File: src/rtl/act_pkg.sv
// ----------------------------------------------------------------------------
// Register map, field layout and encodings of the computation register bank.
// ----------------------------------------------------------------------------
package act_pkg;

  // Bus geometry: each register takes one aligned 32-bit word.
  localparam int unsigned ADR_W  = 10;             // Byte address width.
  localparam int unsigned DAT_W  = 32;             // Bus data width.
  localparam int unsigned SEL_W  = 4;              // Byte select width.

  // Register indices; the byte address is four times the index.
  localparam logic [7:0] IDX_LOWER_THRESHOLD = 8'h8c;  // Signed lower limit.
  localparam logic [7:0] IDX_UPPER_THRESHOLD = 8'h8e;  // Signed upper limit.
  localparam logic [7:0] IDX_COMPUTED_ERROR  = 8'h90;  // Read-only error.
  localparam logic [7:0] IDX_SETPOINT        = 8'h92;  // Signed setpoint.
  localparam logic [7:0] IDX_FILTER_OUTPUT   = 8'h94;  // Read-only filter.
  localparam logic [7:0] IDX_ACCUMULATOR     = 8'h96;  // Sign-extended sum.
  localparam logic [7:0] IDX_CONTROL         = 8'ha0;  // Mode selections.
  localparam logic [7:0] IDX_FLAGS           = 8'ha1;  // Comparison flags.
  localparam logic [7:0] IDX_IRQ_STATUS      = 8'ha2;  // Sticky events, W1C.
  localparam logic [7:0] IDX_IRQ_MASK        = 8'ha3;  // Interrupt enables.

  // Control register field positions (each field is three bits wide).
  localparam int unsigned CTL_TMD_LSB   = 0;       // Threshold mode.
  localparam int unsigned CTL_ERROR_SELECT_A_LSB  = 4;       // Error calculation.
  localparam int unsigned CTL_SHIFT_LSB = 8;       // Filter shift.
  localparam int unsigned CTL_MODE_LSB  = 12;      // Computation mode.

  // Interrupt status bit positions.
  localparam int unsigned IRQ_THR_BIT   = 0;       // Threshold condition met.
  localparam int unsigned IRQ_DONE_BIT  = 1;       // Computation finished.
  localparam int unsigned IRQ_W         = 2;       // Number of event bits.

  // Reset values.
  localparam logic [15:0] RST_WORD16 = 16'h0000;   // Thresholds, setpoint.
  localparam logic [17:0] RST_ACC    = 18'h00000;  // Accumulator.
  localparam logic [15:0] RST_CTRL   = 16'h0000;   // Control register.
  localparam logic [1:0]  RST_IRQ    = 2'h0;       // Status and mask.

  // Computation modes.
  localparam logic [2:0] MODE_BASIC  = 3'h0;       // No accumulation.
  localparam logic [2:0] MODE_ACCUM  = 3'h1;       // Accumulate.
  localparam logic [2:0] MODE_AVG    = 3'h2;       // Average.
  localparam logic [2:0] MODE_BURST  = 3'h3;       // Burst average.
  localparam logic [2:0] MODE_LPF    = 3'h4;       // Low-pass filter.

  // Error calculation selections.
  localparam logic [2:0] ERROR_SELECT_A_DERIV   = 3'h0;      // Result minus previous.
  localparam logic [2:0] ERROR_SELECT_A_CVD     = 3'h1;      // Differential result.
  localparam logic [2:0] ERROR_SELECT_A_RES_SP  = 3'h2;      // Result minus setpoint.
  localparam logic [2:0] ERROR_SELECT_A_RES_FLT = 3'h3;      // Result minus filter.
  localparam logic [2:0] ERROR_SELECT_A_FLT_DRV = 3'h4;      // Filter derivative.
  localparam logic [2:0] ERROR_SELECT_A_FLT_SP  = 3'h5;      // Filter minus setpoint.

  // Threshold modes.
  localparam logic [2:0] TMD_NEVER   = 3'h0;       // Never interrupt.
  localparam logic [2:0] TMD_LT_LOW  = 3'h1;       // Error below lower.
  localparam logic [2:0] TMD_GE_LOW  = 3'h2;       // Error at or above lower.
  localparam logic [2:0] TMD_INSIDE  = 3'h3;       // Between, inclusive.
  localparam logic [2:0] TMD_OUTSIDE = 3'h4;       // Outside the window.
  localparam logic [2:0] TMD_LE_UP   = 3'h5;       // Error at or below upper.
  localparam logic [2:0] TMD_GT_UP   = 3'h6;       // Error above upper.
  localparam logic [2:0] TMD_ALWAYS  = 3'h7;       // Always interrupt.

endpackage

File: src/rtl/act_regs.sv
`timescale 1ns/1ps
// ----------------------------------------------------------------------------
// Computation register bank with threshold comparison.
// ----------------------------------------------------------------------------

module act_regs
  import act_pkg::*;
(
  input  wire logic                     CLK,            // System clock, 100 MHz.
  input  wire logic                     RESET_N,        // Asynchronous reset, low.
  input  wire logic [act_pkg::ADR_W-1:0] WB_ADR_I,      // Byte address.
  input  wire logic [act_pkg::DAT_W-1:0] WB_DAT_I,      // Write data.
  output logic      [act_pkg::DAT_W-1:0] WB_DAT_O,      // Read data.
  input  wire logic [act_pkg::SEL_W-1:0] WB_SEL_I,      // Byte selects.
  input  wire logic                     WB_WE_I,        // Write enable.
  input  wire logic                     WB_CYC_I,       // Bus cycle.
  input  wire logic                     WB_STB_I,       // Strobe.
  output logic                          WB_ACK_O,       // Acknowledge.
  input  wire logic                     COMPUTE_DONE,   // New result pulse.
  input  wire logic [15:0]              CONV_RESULT,    // Signed result.
  output logic                          ABOVE_UPPER,    // Error above upper.
  output logic                          BELOW_LOWER,    // Error below lower.
  output logic                          IRQ             // Interrupt, level.
);
  import act_pkg::*;

  // --------------------------------------------------------------------------
  // Helper functions
  // --------------------------------------------------------------------------

  // Merges a byte-wide write into a 16-bit register, one lane per byte.
  function automatic logic [15:0] merge16(input logic [15:0] old_v,
                                          input logic [31:0] wdat,
                                          input logic [3:0]  sel);
    logic [15:0] v;
    v = old_v;
    if (sel[0]) begin
      v[7:0] = wdat[7:0];
    end
    if (sel[1]) begin
      v[15:8] = wdat[15:8];
    end
    return v;
  endfunction

  // Sign-extends a 16-bit value to the 18-bit arithmetic width.
  function automatic logic [17:0] sext18(input logic [15:0] v);
    return {{2{v[15]}}, v};
  endfunction

  // --------------------------------------------------------------------------
  // Storage
  // --------------------------------------------------------------------------
  logic [15:0]        lower_threshold_reg;     // Lower limit value.
  logic [15:0]        upper_threshold_reg;     // Upper limit value.
  logic [15:0]        threshold_setpoint_reg;  // Setpoint value.
  logic [15:0]        computed_error_reg;      // Error value.
  logic [15:0]        filter_output_reg;       // Filtered value.
  logic [17:0]        accumulator_reg;         // Accumulated value.
  logic [15:0]        control_reg;             // Mode selections.
  logic               above_upper_flag_reg;    // Error above upper limit.
  logic               below_lower_flag_reg;    // Error below lower limit.
  logic [IRQ_W-1:0]   irq_status_reg;          // Sticky event bits.
  logic [IRQ_W-1:0]   irq_mask_reg;            // Event enables.
  logic [15:0]        result_reg;              // Latest conversion.
  logic [15:0]        prev_result_reg;         // Conversion before it.
  logic [15:0]        prev_filter_reg;         // Filter before update.
  logic               error_select_a_pulse_reg;          // Error stage strobe.
  logic               cmp_pulse_reg;           // Comparison stage strobe.
  logic               ack_reg;                 // Bus acknowledge.
  logic [DAT_W-1:0]   rdata_reg;               // Registered read data.

  // --------------------------------------------------------------------------
  // Bus decode
  // --------------------------------------------------------------------------
  wire              bus_req   = WB_CYC_I & WB_STB_I & ~ack_reg;  // New request.
  wire              bus_wr    = bus_req & WB_WE_I;               // Write access.
  wire [7:0]        bus_idx   = WB_ADR_I[ADR_W-1:2];             // Word index.
  wire              hit_lth   = bus_idx == IDX_LOWER_THRESHOLD;  // Lower limit.
  wire              hit_uth   = bus_idx == IDX_UPPER_THRESHOLD;  // Upper limit.
  wire              hit_err   = bus_idx == IDX_COMPUTED_ERROR;   // Error.
  wire              hit_setpoint_value  = bus_idx == IDX_SETPOINT;         // Setpoint.
  wire              hit_flt   = bus_idx == IDX_FILTER_OUTPUT;    // Filter.
  wire              hit_acc   = bus_idx == IDX_ACCUMULATOR;      // Accumulator.
  wire              hit_ctl   = bus_idx == IDX_CONTROL;          // Control.
  wire              hit_flg   = bus_idx == IDX_FLAGS;            // Flags.
  wire              hit_ist   = bus_idx == IDX_IRQ_STATUS;       // Event status.
  wire              hit_imk   = bus_idx == IDX_IRQ_MASK;         // Event mask.

  // Control fields.
  wire [2:0]        threshold_mode_select = control_reg[CTL_TMD_LSB +: 3];
  wire [2:0]        error_select_a        = control_reg[CTL_ERROR_SELECT_A_LSB +: 3];
  wire [2:0]        filter_shift_select   = control_reg[CTL_SHIFT_LSB +: 3];
  wire [2:0]        compute_mode          = control_reg[CTL_MODE_LSB +: 3];

  // Accumulator view on the bus: bits 23:18 copy the sign bit, bits 31:24 read as zero.
  wire [23:0]       acc_view = {{6{accumulator_reg[17]}}, accumulator_reg};

  // Read multiplexer; unmapped addresses read as zero.
  wire [DAT_W-1:0]  rdata_next =
      hit_lth  ? {16'h0000, lower_threshold_reg}    :
      hit_uth  ? {16'h0000, upper_threshold_reg}    :
      hit_err  ? {16'h0000, computed_error_reg}     :
      hit_setpoint_value ? {16'h0000, threshold_setpoint_reg} :
      hit_flt  ? {16'h0000, filter_output_reg}      :
      hit_acc  ? {8'h00, acc_view}                  :
      hit_ctl  ? {16'h0000, control_reg}            :
      hit_flg  ? {30'h0, above_upper_flag_reg, below_lower_flag_reg} :
      hit_ist  ? {30'h0, irq_status_reg}            :
      hit_imk  ? {30'h0, irq_mask_reg}              :
                 32'h00000000;

  // --------------------------------------------------------------------------
  // Accumulator and filter arithmetic
  // --------------------------------------------------------------------------
  wire              acc_mode  = (compute_mode == MODE_ACCUM) |
                                (compute_mode == MODE_AVG) |
                                (compute_mode == MODE_BURST);
  wire              lpf_mode  = compute_mode == MODE_LPF;
  wire [17:0]       acc_sum   = accumulator_reg + sext18(CONV_RESULT);
  // Software write into the accumulator; byte lane 2 carries bits 17:16.
  wire [17:0]       acc_wr    = {WB_SEL_I[2] ? WB_DAT_I[17:16] : accumulator_reg[17:16],
                                 merge16(accumulator_reg[15:0], WB_DAT_I, WB_SEL_I)};
  // In the accumulating modes a new result wins over a simultaneous software write.
  wire [17:0]       acc_next  = (COMPUTE_DONE & acc_mode) ? acc_sum :
                                (bus_wr & hit_acc) ? acc_wr : accumulator_reg;
  wire [17:0]       acc_shift = $signed(acc_next) >>> filter_shift_select;
  // Low-pass step: move the filter by the shifted difference.
  wire [17:0]       lpf_diff  = sext18(CONV_RESULT) - sext18(filter_output_reg);
  wire [17:0]       lpf_step  = $signed(lpf_diff) >>> filter_shift_select;
  wire [17:0]       lpf_next  = sext18(filter_output_reg) + lpf_step;
  wire [15:0]       filter_next = lpf_mode ? lpf_next[15:0] :
                                  acc_mode ? acc_shift[15:0] : CONV_RESULT;

  // --------------------------------------------------------------------------
  // Error calculation and comparison
  // --------------------------------------------------------------------------
  // The setpoint feeds only the two selections that name it.
  wire [15:0]       err_next =
      (error_select_a == ERROR_SELECT_A_RES_SP)  ? result_reg - threshold_setpoint_reg :
      (error_select_a == ERROR_SELECT_A_RES_FLT) ? result_reg - filter_output_reg :
      (error_select_a == ERROR_SELECT_A_FLT_DRV) ? filter_output_reg - prev_filter_reg :
      (error_select_a == ERROR_SELECT_A_FLT_SP)  ? filter_output_reg - threshold_setpoint_reg :
                                         result_reg - prev_result_reg;
  wire              err_lt_low = $signed(computed_error_reg) <
                                 $signed(lower_threshold_reg);
  wire              err_gt_up  = $signed(computed_error_reg) >
                                 $signed(upper_threshold_reg);
  // Condition selected by the threshold mode.
  wire              tmd_hit =
      (threshold_mode_select == TMD_LT_LOW)  ?  err_lt_low :
      (threshold_mode_select == TMD_GE_LOW)  ? ~err_lt_low :
      (threshold_mode_select == TMD_INSIDE)  ? ~err_lt_low & ~err_gt_up :
      (threshold_mode_select == TMD_OUTSIDE) ?  err_lt_low |  err_gt_up :
      (threshold_mode_select == TMD_LE_UP)   ? ~err_gt_up :
      (threshold_mode_select == TMD_GT_UP)   ?  err_gt_up :
      (threshold_mode_select == TMD_ALWAYS);
  // New events this cycle; they win over a same-cycle clear.
  wire [IRQ_W-1:0]  irq_events = {cmp_pulse_reg, cmp_pulse_reg & tmd_hit};
  wire [IRQ_W-1:0]  irq_clear  = (bus_wr & hit_ist & WB_SEL_I[0]) ?
                                 WB_DAT_I[IRQ_W-1:0] : {IRQ_W{1'b0}};
  wire [IRQ_W-1:0]  irq_status_next = (irq_status_reg & ~irq_clear) | irq_events;

  // --------------------------------------------------------------------------
  // Bus slave: one-cycle registered acknowledge, data registered with it
  // --------------------------------------------------------------------------
  // Every access, mapped or not, is answered one cycle after the request.
  always_ff @(posedge CLK or negedge RESET_N) begin
    if (!RESET_N) begin
      ack_reg   <= 1'b0;
      rdata_reg <= 32'h00000000;
    end else begin
      ack_reg   <= bus_req;
      rdata_reg <= bus_req ? rdata_next : rdata_reg;
    end
  end

  // --------------------------------------------------------------------------
  // Software-writable registers
  // --------------------------------------------------------------------------
  // Writes take effect on the edge at which the acknowledge rises.
  always_ff @(posedge CLK or negedge RESET_N) begin
    if (!RESET_N) begin
      lower_threshold_reg    <= RST_WORD16;
      upper_threshold_reg    <= RST_WORD16;
      threshold_setpoint_reg <= RST_WORD16;
      control_reg            <= RST_CTRL;
      irq_mask_reg           <= RST_IRQ;
    end else if (bus_wr) begin
      if (hit_lth) begin
        lower_threshold_reg <= merge16(lower_threshold_reg, WB_DAT_I, WB_SEL_I);
      end
      if (hit_uth) begin
        upper_threshold_reg <= merge16(upper_threshold_reg, WB_DAT_I, WB_SEL_I);
      end
      if (hit_setpoint_value) begin
        threshold_setpoint_reg <= merge16(threshold_setpoint_reg, WB_DAT_I, WB_SEL_I);
      end
      if (hit_ctl) begin
        control_reg <= merge16(control_reg, WB_DAT_I, WB_SEL_I);
      end
      if (hit_imk && WB_SEL_I[0]) begin
        irq_mask_reg <= WB_DAT_I[IRQ_W-1:0];
      end
    end
  end

  // --------------------------------------------------------------------------
  // Computation pipeline
  // --------------------------------------------------------------------------
  // Stage 0 latches the result and updates accumulator and filter; stage 1
  // forms the error; stage 2 compares. Splitting the stages keeps the two
  // 16-bit subtract and compare chains off the same clock path.
  always_ff @(posedge CLK or negedge RESET_N) begin
    if (!RESET_N) begin
      accumulator_reg   <= RST_ACC;
      filter_output_reg <= RST_WORD16;
      result_reg        <= RST_WORD16;
      prev_result_reg   <= RST_WORD16;
      prev_filter_reg   <= RST_WORD16;
      error_select_a_pulse_reg    <= 1'b0;
      cmp_pulse_reg     <= 1'b0;
    end else begin
      accumulator_reg <= acc_next;
      error_select_a_pulse_reg  <= COMPUTE_DONE;
      cmp_pulse_reg   <= error_select_a_pulse_reg;
      if (COMPUTE_DONE) begin
        filter_output_reg <= filter_next;
        result_reg        <= CONV_RESULT;
        prev_result_reg   <= result_reg;
        prev_filter_reg   <= filter_output_reg;
      end
    end
  end

  // Error register changes only from the pipeline; bus writes never reach it.
  always_ff @(posedge CLK or negedge RESET_N) begin
    if (!RESET_N) begin
      computed_error_reg <= RST_WORD16;
    end else if (error_select_a_pulse_reg) begin
      computed_error_reg <= err_next;
    end
  end

  // Comparison flags follow each comparison stage.
  always_ff @(posedge CLK or negedge RESET_N) begin
    if (!RESET_N) begin
      above_upper_flag_reg <= 1'b0;
      below_lower_flag_reg <= 1'b0;
    end else if (cmp_pulse_reg) begin
      above_upper_flag_reg <= err_gt_up;
      below_lower_flag_reg <= err_lt_low;
    end
  end

  // Sticky event bits, cleared by writing a one.
  always_ff @(posedge CLK or negedge RESET_N) begin
    if (!RESET_N) begin
      irq_status_reg <= RST_IRQ;
    end else begin
      irq_status_reg <= irq_status_next;
    end
  end

  // --------------------------------------------------------------------------
  // Outputs
  // --------------------------------------------------------------------------
  assign WB_ACK_O    = ack_reg;
  assign WB_DAT_O    = rdata_reg;
  assign ABOVE_UPPER = above_upper_flag_reg;
  assign BELOW_LOWER = below_lower_flag_reg;
  assign IRQ         = |(irq_status_reg & irq_mask_reg);

  // --------------------------------------------------------------------------
  // Assertions
  // --------------------------------------------------------------------------
  ack_one_cycle_a: assert property (@(posedge CLK) disable iff (!RESET_N)
    WB_ACK_O |=> !WB_ACK_O)
    else $error("acknowledge held longer than one cycle");

  ack_timely_a: assert property (@(posedge CLK) disable iff (!RESET_N)
    (WB_CYC_I && WB_STB_I && !WB_ACK_O) |=> WB_ACK_O)
    else $error("request not acknowledged in one cycle");

  upper_flag_a: assert property (@(posedge CLK) disable iff (!RESET_N)
    cmp_pulse_reg |=> (ABOVE_UPPER == ($signed($past(computed_error_reg)) >
                                       $signed($past(upper_threshold_reg)))))
    else $error("upper flag disagrees with signed comparison");

  lower_flag_a: assert property (@(posedge CLK) disable iff (!RESET_N)
    cmp_pulse_reg |=> (BELOW_LOWER == ($signed($past(computed_error_reg)) <
                                       $signed($past(lower_threshold_reg)))))
    else $error("lower flag disagrees with signed comparison");

  irq_cause_a: assert property (@(posedge CLK) disable iff (!RESET_N)
    $rose(irq_status_reg[IRQ_THR_BIT]) |->
      $past(cmp_pulse_reg) && $past(threshold_mode_select) != TMD_NEVER)
    else $error("threshold flag set without a selected condition");

  irq_always_a: assert property (@(posedge CLK) disable iff (!RESET_N)
    (cmp_pulse_reg && threshold_mode_select == TMD_ALWAYS) |=>
      irq_status_reg[IRQ_THR_BIT])
    else $error("always mode did not set the threshold flag");

  setpoint_err_a: assert property (@(posedge CLK) disable iff (!RESET_N)
    (error_select_a_pulse_reg && error_select_a == ERROR_SELECT_A_RES_SP) |=>
      computed_error_reg == 16'($past(result_reg) - $past(threshold_setpoint_reg)))
    else $error("setpoint error wrong");

  ro_write_a: assert property (@(posedge CLK) disable iff (!RESET_N)
    (bus_wr && hit_err && !error_select_a_pulse_reg) |=> $stable(computed_error_reg))
    else $error("write altered the error register");

  acc_sign_a: assert property (@(posedge CLK) disable iff (!RESET_N)
    (bus_req && !WB_WE_I && hit_acc) |=>
      WB_DAT_O[23:18] == {6{WB_DAT_O[17]}})
    else $error("accumulator upper bits not sign copies");

  filter_shift_a: assert property (@(posedge CLK) disable iff (!RESET_N)
    (COMPUTE_DONE && acc_mode && !lpf_mode) |=>
      filter_output_reg == 16'($signed(accumulator_reg) >>> $past(filter_shift_select)))
    else $error("filter is not the shifted accumulator");

  // Every comparison stage also records the completion event.
  done_event_a: assert property (@(posedge CLK) disable iff (!RESET_N)
    cmp_pulse_reg |=> irq_status_reg[IRQ_DONE_BIT])
    else $error("completion event not recorded");

  // Never mode must leave a cleared threshold event cleared.
  never_mode_a: assert property (@(posedge CLK) disable iff (!RESET_N)
    (cmp_pulse_reg && threshold_mode_select == TMD_NEVER &&
     !irq_status_reg[IRQ_THR_BIT]) |=> !irq_status_reg[IRQ_THR_BIT])
    else $error("never mode raised the threshold event");

  // Writing a one clears the threshold event when no new event lands with it.
  status_clear_a: assert property (@(posedge CLK) disable iff (!RESET_N)
    (bus_wr && hit_ist && WB_SEL_I[0] && WB_DAT_I[IRQ_THR_BIT] && !cmp_pulse_reg) |=>
      !irq_status_reg[IRQ_THR_BIT])
    else $error("threshold event survived its clear");

  // Selections without a setpoint must not see it; the derivative is one of them.
  deriv_err_a: assert property (@(posedge CLK) disable iff (!RESET_N)
    (error_select_a_pulse_reg && error_select_a == ERROR_SELECT_A_DERIV) |=>
      computed_error_reg == 16'($past(result_reg) - $past(prev_result_reg)))
    else $error("derivative error wrong");

  // Basic mode passes the new result straight to the filter register.
  basic_filter_a: assert property (@(posedge CLK) disable iff (!RESET_N)
    (COMPUTE_DONE && !acc_mode && !lpf_mode) |=>
      filter_output_reg == $past(CONV_RESULT))
    else $error("basic mode filter is not the result");

  // A bus write must never reach the filter register.
  filter_ro_a: assert property (@(posedge CLK) disable iff (!RESET_N)
    (bus_wr && hit_flt && !COMPUTE_DONE) |=> $stable(filter_output_reg))
    else $error("write altered the filter register");

endmodule

File: config.mk
export PLATFORM = sky130hd
export DESIGN_NAME = act_regs
export DESIGN_NICKNAME = d
export VERILOG_FILES = /design/src/rtl/act_pkg.sv /design/src/rtl/act_regs.sv
export SDC_FILE = /design/constraint.sdc
export NUM_CORES = 1
export LEC_CHECK = 0
export BUFFER_PORTS_ARGS = -buffer_cell sky130_fd_sc_hd__buf_4
export CORE_MARGIN = 4
export CORE_UTILIZATION = 50
export DETAILED_ROUTE_END_ITERATION = 10
export HOLD_SLACK_MARGIN = 0.15
export PLACE_DENSITY = 0.7
export SLEW_MARGIN = 0
export SYNTH_ARGS = -nofsm -noshare
export SYNTH_HDL_FRONTEND = slang
export SYNTH_SLANG_ARGS = --single-unit
export TNS_END_PERCENT = 50
File: constraint.sdc
create_clock -name CLK -period 4.7 [get_ports CLK]
set_input_delay 0.47 -clock CLK [delete_from_list [all_inputs] [get_ports CLK]]
set_output_delay 0.47 -clock CLK [all_outputs]
set_load 0.005 [all_outputs]
### Word-level counts from Yosys, hierarchy flattened

Cells that the tools add are included.

* logic and storage cells: 117
* bits of input ports: 68
* register bits: 203
* output and inout bits: 36

* equality and inequality tests: 25
* bitwise operators: 19
* shift-type cells: 2
* mux-type cells: 28
* $add $sub $neg: 8
* reduce and logical (&&, ||, !) cells: 11
* magnitude comparators: 2

Operators by type and width (number)
* two-way mux 24 bit: 6
* two-way mux 16 bit: 7
* == test 8 bit (second input constant): 10
* subtractor 16 bit: 5
* two-way mux 18 bit: 2
* AND reduction 3 bit: 8
* == test 3 bit (second input constant): 7
* adder 18 bit: 1
* == test 3 x 2 -> 1 bit (second input constant): 6
* >>> shifter 18 x 3 -> 16 bit: 1
* >>> shifter 17 x 3 -> 16 bit: 1
* subtractor 16 x 16 -> 17 bit: 1
* adder 16 bit: 1
* greater-than comparator 16 bit: 1
* < comparator 16 bit: 1
* two-way mux 8 bit: 2
* two-way mux 2 bit: 5
* bitwise AND 1 bit: 9
* == test 3 x 1 -> 1 bit (second input constant): 2
* two-way mux 1 bit: 6
* bitwise AND 2 bit: 2
* NOT 1 bit: 3
* bitwise OR 1 bit: 3
* NOT 2 bit: 1
* other kinds (4): 4

### Longest topological paths before layout

* depth in word-level cells: 11
* mapped depth: 24
* mapped depth without buffers: 24

### Worst setup path before layout

OpenSTA, ideal clock, no wires.

* path kind: register to register
* start: register filter_output_reg[1]
* end: register filter_output_reg[14]
* cell stages (with the launch flop): 23
* slack: -0.266 ns
* clock period less this slack: 4.966 ns
* setup time: 0.126 ns
* path buffers: 0
* data arrival time: 4.839 ns
* required time: 4.574 ns
* path through: dfrtp_1 inv_1 ha_1 nor2b_1 o31a_1 o41ai_2 o21ba_2 xnor2_1 mux2i_1 mux2_2 a21oi_1 ha_1 fa_1 a21o_1 a21oi_1 o21ai_1 a31oi_1 o21ai_1 a21o_1 a2111oi_0 nor3_1 xor2_1 a311o_1

* word-level cells in the longest chain between the ends: 4

Ends and longest elaborated chain
* from (decl): RTL line act_regs.sv:58 `logic [15:0] filter_output_reg;`
* from (signal assigned): RTL line act_regs.sv:228 `filter_output_reg <= filter_next;`
* subtractor 16 x 16 -> 17 bit: RTL line act_regs.sv:129 `wire [17:0] lpf_diff = sext18(CONV_RESULT) - sext18(filter_output_reg);`
* >>> shifter 17 x 3 -> 16 bit: RTL line act_regs.sv:130 `wire [17:0] lpf_step = $signed(lpf_diff) >>> filter_shift_select;`
* adder 16 bit *: RTL line act_regs.sv:131 `wire [17:0] lpf_next = sext18(filter_output_reg) + lpf_step;`
* two-way mux 16 bit *: RTL line act_regs.sv:132 `wire [15:0] filter_next = lpf_mode ? lpf_next[15:0] :`

Every way passes the cells marked *; elsewhere a longest branch is shown, timed or not.
A chain may end at the register's enable or synchronous reset.

### Worst setup path after layout

* start: register filter_output_reg[1]
* end: register filter_output_reg[13]

Same word-level chain as after synthesis.

==> impl.org <==
** Outcome
- The run finished with clean final reports.

** Timing
- Crit path time final :: 4.58 ns
- Highest achievable clock rate :: ~220 MHz
- On the final layout, the worst clock skew is roughly 0.013 ns.
- Final worst-path cycle share :: a little over nine tenths
- In this run the tightest slew margin relative to its limit is about 26%.
- Unrepaired setup endpoints after global routing :: yes
- Total count of max-transition violations in the final report :: 0
- For the pin with the worst max-slew slack, the measured transition is approximately 1.1 ns.
- Across all setup checks in the final design, the least slack found is about 0.12 ns.
- Setup violations remaining at the end of the flow were counted as 0.
- For the final routed database, the setup TNS stands at 0 ns.
- The number of hold violations in the final report was 0.

** CTS
- TritonCTS built the clock tree.
- Hold-fix buffer count after cts :: 0
- At the later pin of the worst-skew pair, clock insertion delay measures about 0.47 ns.
- H-tree depth :: 4
- Clk slew on worst S/H paths :: about 0.07 ns
- Root buffer selected by CTS :: clkbuf_16
- Clock tree synthesis inserted a total of 17 buffers.
- Clock Path Buffers :: 2
- For this design, the sink count on the clock tree is roughly 190.

** Power and ir drop
- Summed over all nets, the switching power comes to 2.27 mW.
- Switching Fraction :: 37.4%
- The worst-case IR drop observed on VDD is 0.000299 V.
- Of the total power, the clock network draws around a quarter.
- Leakage power total :: approximately 8.8 nW
- Share of total power in combinational logic :: between 40% and 50%
- Internal power comes to 3.80 mW.
- Power per Cell Area :: ~320 nW/um^2
- Sequential Power Share :: 31.5%

** Logic synthesis
- The most used flip-flop cell after synthesis is dfrtp_1.
- Count of yosys warnings during synthesis :: 0
- Synthesis inferred ~190 register bits.
- Summing the areas of all and, or, nand and nor instances in the mapped netlist gives 15.7% of the synthesized area.
- By instance count, the leading cell after synthesis is nand2_1.
- Of the total synthesized cell area, the portion taken by full adders, half adders and majority gates is between 10% and 20%.
- Count of flip-flops with a built-in enable after synthesis :: 0
- For this run, asynchronously set or reset flops after synthesis account for 100%.
- Yosys attributes the largest share of cell area to dfrtp_1, ha_1, o21ai_0.
- After synthesis, the netlist uses between 90 and 100 different library cells.
- Xor and xnor area share after synthesis :: around 5%
- The commonest cells after synthesis are nand2_1, o21ai_0, dfrtp_1, ha_1, nor2_1.
- Synthesis produced between 1.5k and 2k cells.
- Summing the areas of all compound-gate instances in the mapped netlist gives between 20% and 30% of the synthesized area.
- After synthesis, the largest family of logic cells by area is compound AO/OA/AOI/OAI gates.
- After synthesis, the largest area contributor takes up between 20% and 30% of total cell area.
- Post-Syn Area per Cell :: approximately 8.5 um^2
- Biggest area consumer among synthesized cells :: dfrtp_1
- Of the post-synthesis cell area, the part taken by muxes is ~7.6%.
- Proportion of synthesized chip area in sequential cells :: roughly 29%
- Summed instance area of the synthesized netlist :: about 17000 um^2

** Floorplanning
- Total I/O pin count :: roughly 100
- In this run the vertical extent of the chip is approximately 190 um.
- Number of rows in the core area :: 66
- Die Span X :: 190 um
- Once the floorplan was initialized, standard cells occupied between 50% and 60% of the core.
- Die area :: 36000 um^2
- In this run the standard cell core region covers between 30000 and 40000 um^2.

** Worst setup path
- The worst register-to-register path has a depth of 26.
- Startpoint of the most critical register-to-register path :: filter_output_reg[1]
- Count of buffer and inverter cells on the critical path :: 4
- STA classifies the critical path endpoint as a flip-flop.
- The most critical setup path has its endpoint at filter_output_reg[13].
- In this run the worst setup path begins at filter_output_reg[1].
- Critical path peak fanout :: 3
- In this run the register-to-register setup slack is around 0.12 ns.
- The worst register-to-register path ends at filter_output_reg[13].
- By instance count, the cell type seen most on the critical path is buf_4.
- The slowest stage of the critical path belongs to the cell dfrtp_2.
- Worst setup path class :: flip-flop to flip-flop
- Startpoint class of the critical path :: flip-flop
- The kind of cell with the highest combined delay along the critical path is compound AO/OA/AOI/OAI gates.
- The critical path crosses 26 cells after its start point.
- Max incr delay on CP :: between 0.4 and 0.5 ns
- STA puts the critical path data arrival time at approximately 4.9 ns.
- STA puts the critical path data required time at between 5 and 6 ns.

** Finish
- Share of final-layout standard cells stronger than drive strength 1 :: a little under a fifth
- FF/Latch Area :: 4730 um^2
- The multi-input combinational cells in the finished layout cover a total of approximately 11000 um^2.
- Number of standard cells in the final layout excluding fillers :: about 2.5k
- The number of antenna diodes in the final layout is 0.
- In the final design database the tool counted between 2k and 2.5k nets.
- The filler cells instantiated in the layout total roughly 3k.
- Area added between synthesis and finish :: 16.5%

** Worst hold path
- The path class of the tightest hold or removal check is input pin to async pin.

** Run
- Max capacitance violation total :: 0

** GRT
- After global routing the overflow that remains totals 0.
- GR Util All Layers :: a little under a third
- The via count of the first global-routing pass is 15.1k.
- The first global-routing pass estimated 86600 um of wire.
- Entering global routing, the biggest net connects 108 pins.
- The number of antenna violations at the first check in global routing came to 0.

** Placed design
- Placed wire-length estimate after detailed placement :: approximately 44000 um
- OpenSTA, run right after detailed placement, puts the worst setup slack at -0.599 ns.
- At the end of routability-driven placement, the weighted congestion stood at between 1 and 1.5.
- After detailed placement, the design holds a cell count of between 2k and 2.5k.
- Buffers on Ports :: 78

** Route
- The first routing iteration left around 1.5k violations.
- Count of nets left with antenna violations after detail routing :: 0
- In the routed design, unresolved DRC markers number 0.
- Using the TritonRoute via totals, the vias-per-cell ratio works out to between 6 and 7.
- Dividing the detail-routed wire length by the instance count gives roughly 22 um.
- Number of vias after detailed routing :: 15.9k
- The pre-antenna-repair detailed-routing pass consisted of 5 iterations.
- Wires add up to 56400 um.
-- logic make-up (layout without fill, tap and decap cells) --
kind of cell             count (synthesis)  count (layout)
buffers and inverters                  206             362
flip-flops                             189             189
adder cells (fa/ha/maj)                167             167
XOR/XNOR                                94              94
multiplexers                           112             112
AND/OR/NAND/NOR                        548             548
AO/OA/AOI/OAI                          627             627
other                                    1               8
-- repair_timing --
item,CTS,global route
resized for setup,41,34
endpoints found under the setup margin,3,6
gates cloned,0,0
pin swaps,29,20
setup buffers,12,8
-- power by group through the flow --
| stage | sequential [mW] | clock, mW | combinational (mW) |
|---|---|---|---|
| final | 1.91 | 1.55 | 2.60 |
| after global routing | 1.92 | 1.63 | 2.84 |
| after CTS | 1.91 | 1.56 | 2.46 |
| after detailed placement | 1.94 | 0 | 2.32 |
| after global placement | 1.94 | 0 | 2.28 |
| after floorplan | 1.88 | 0 | 1.54 |
-- area by class of cell --
cell class | count | area share, %
sequential | 189 | 24.6
timing repair buffer | 218 | 8.58
clock inverter | 15 | 0.962
inverter | 112 | 2.20
clock buffer | 17 | 2.21
multi-input combinational | 1556 | 58.6
tap | 442 | 2.87
-- routing by layer --
| metal | routed length (um) | up-vias | track usage (%) |
|---|---|---|---|
| met5 | 0 | - | 0 |
| met4 | 2110 | 0 | 11.8 |
| met3 | 4420 | 133 | 4.51 |
| met2 | 26900 | 667 | 51.0 |
| met1 | 23000 | 7719 | 40.9 |
| li1 | - | 7376 | - |
-- stage by stage --
step                instance area [um^2]  hold WS, ns  power [mW]  util, %
floorplan                          16500        0.174        3.42        -
global placement                   18100        0.463        4.22     55.7
detailed placement                 18100        0.472        4.26     55.7
CTS                                19000        0.154        5.94     58.5
global route                       19200        0.177        6.39     59.1
finish                             19200       0.0793        6.07     59.1
-- cells in the final DEF (no fill, tap or decap), types with 37 or more instances in the layout --
| cell | netlist | final |
|---|---|---|
| ha_1 | 159 | 149 |
| a21o_1 | 37 | 37 |
| mux2_2 | 60 | 56 |
| nand2_1 | 197 | 196 |
| inv_1 | 108 | 107 |
| nor2_1 | 141 | 138 |
| nor3_1 | 44 | 41 |
| o21ai_0 | 191 | 180 |
| mux2i_1 | 47 | 45 |
| xor2_1 | 43 | 43 |
| xnor2_1 | 51 | 50 |
| buf_4 | 15 | 215 |
| dfrtp_1 | 189 | 187 |
| a21oi_1 | 121 | 113 |
-- worst min-delay path by stage --
stage | start | to | slack [ns] | cells past startpoint
floorplan | RESET_N | ABOVE_UPPER | 0.17 | 0
global placement | WB_DAT_O[8] | WB_DAT_O[8] | 0.46 | 2
detailed placement | WB_DAT_O[6] | WB_DAT_O[6] | 0.47 | 2
CTS | RESET_N | WB_DAT_O[10] | 0.15 | 1
global route | RESET_N | WB_DAT_O[10] | 0.18 | 1
finish | RESET_N | WB_DAT_O[10] | 0.08 | 1
(Power assumes the default switching activity.)
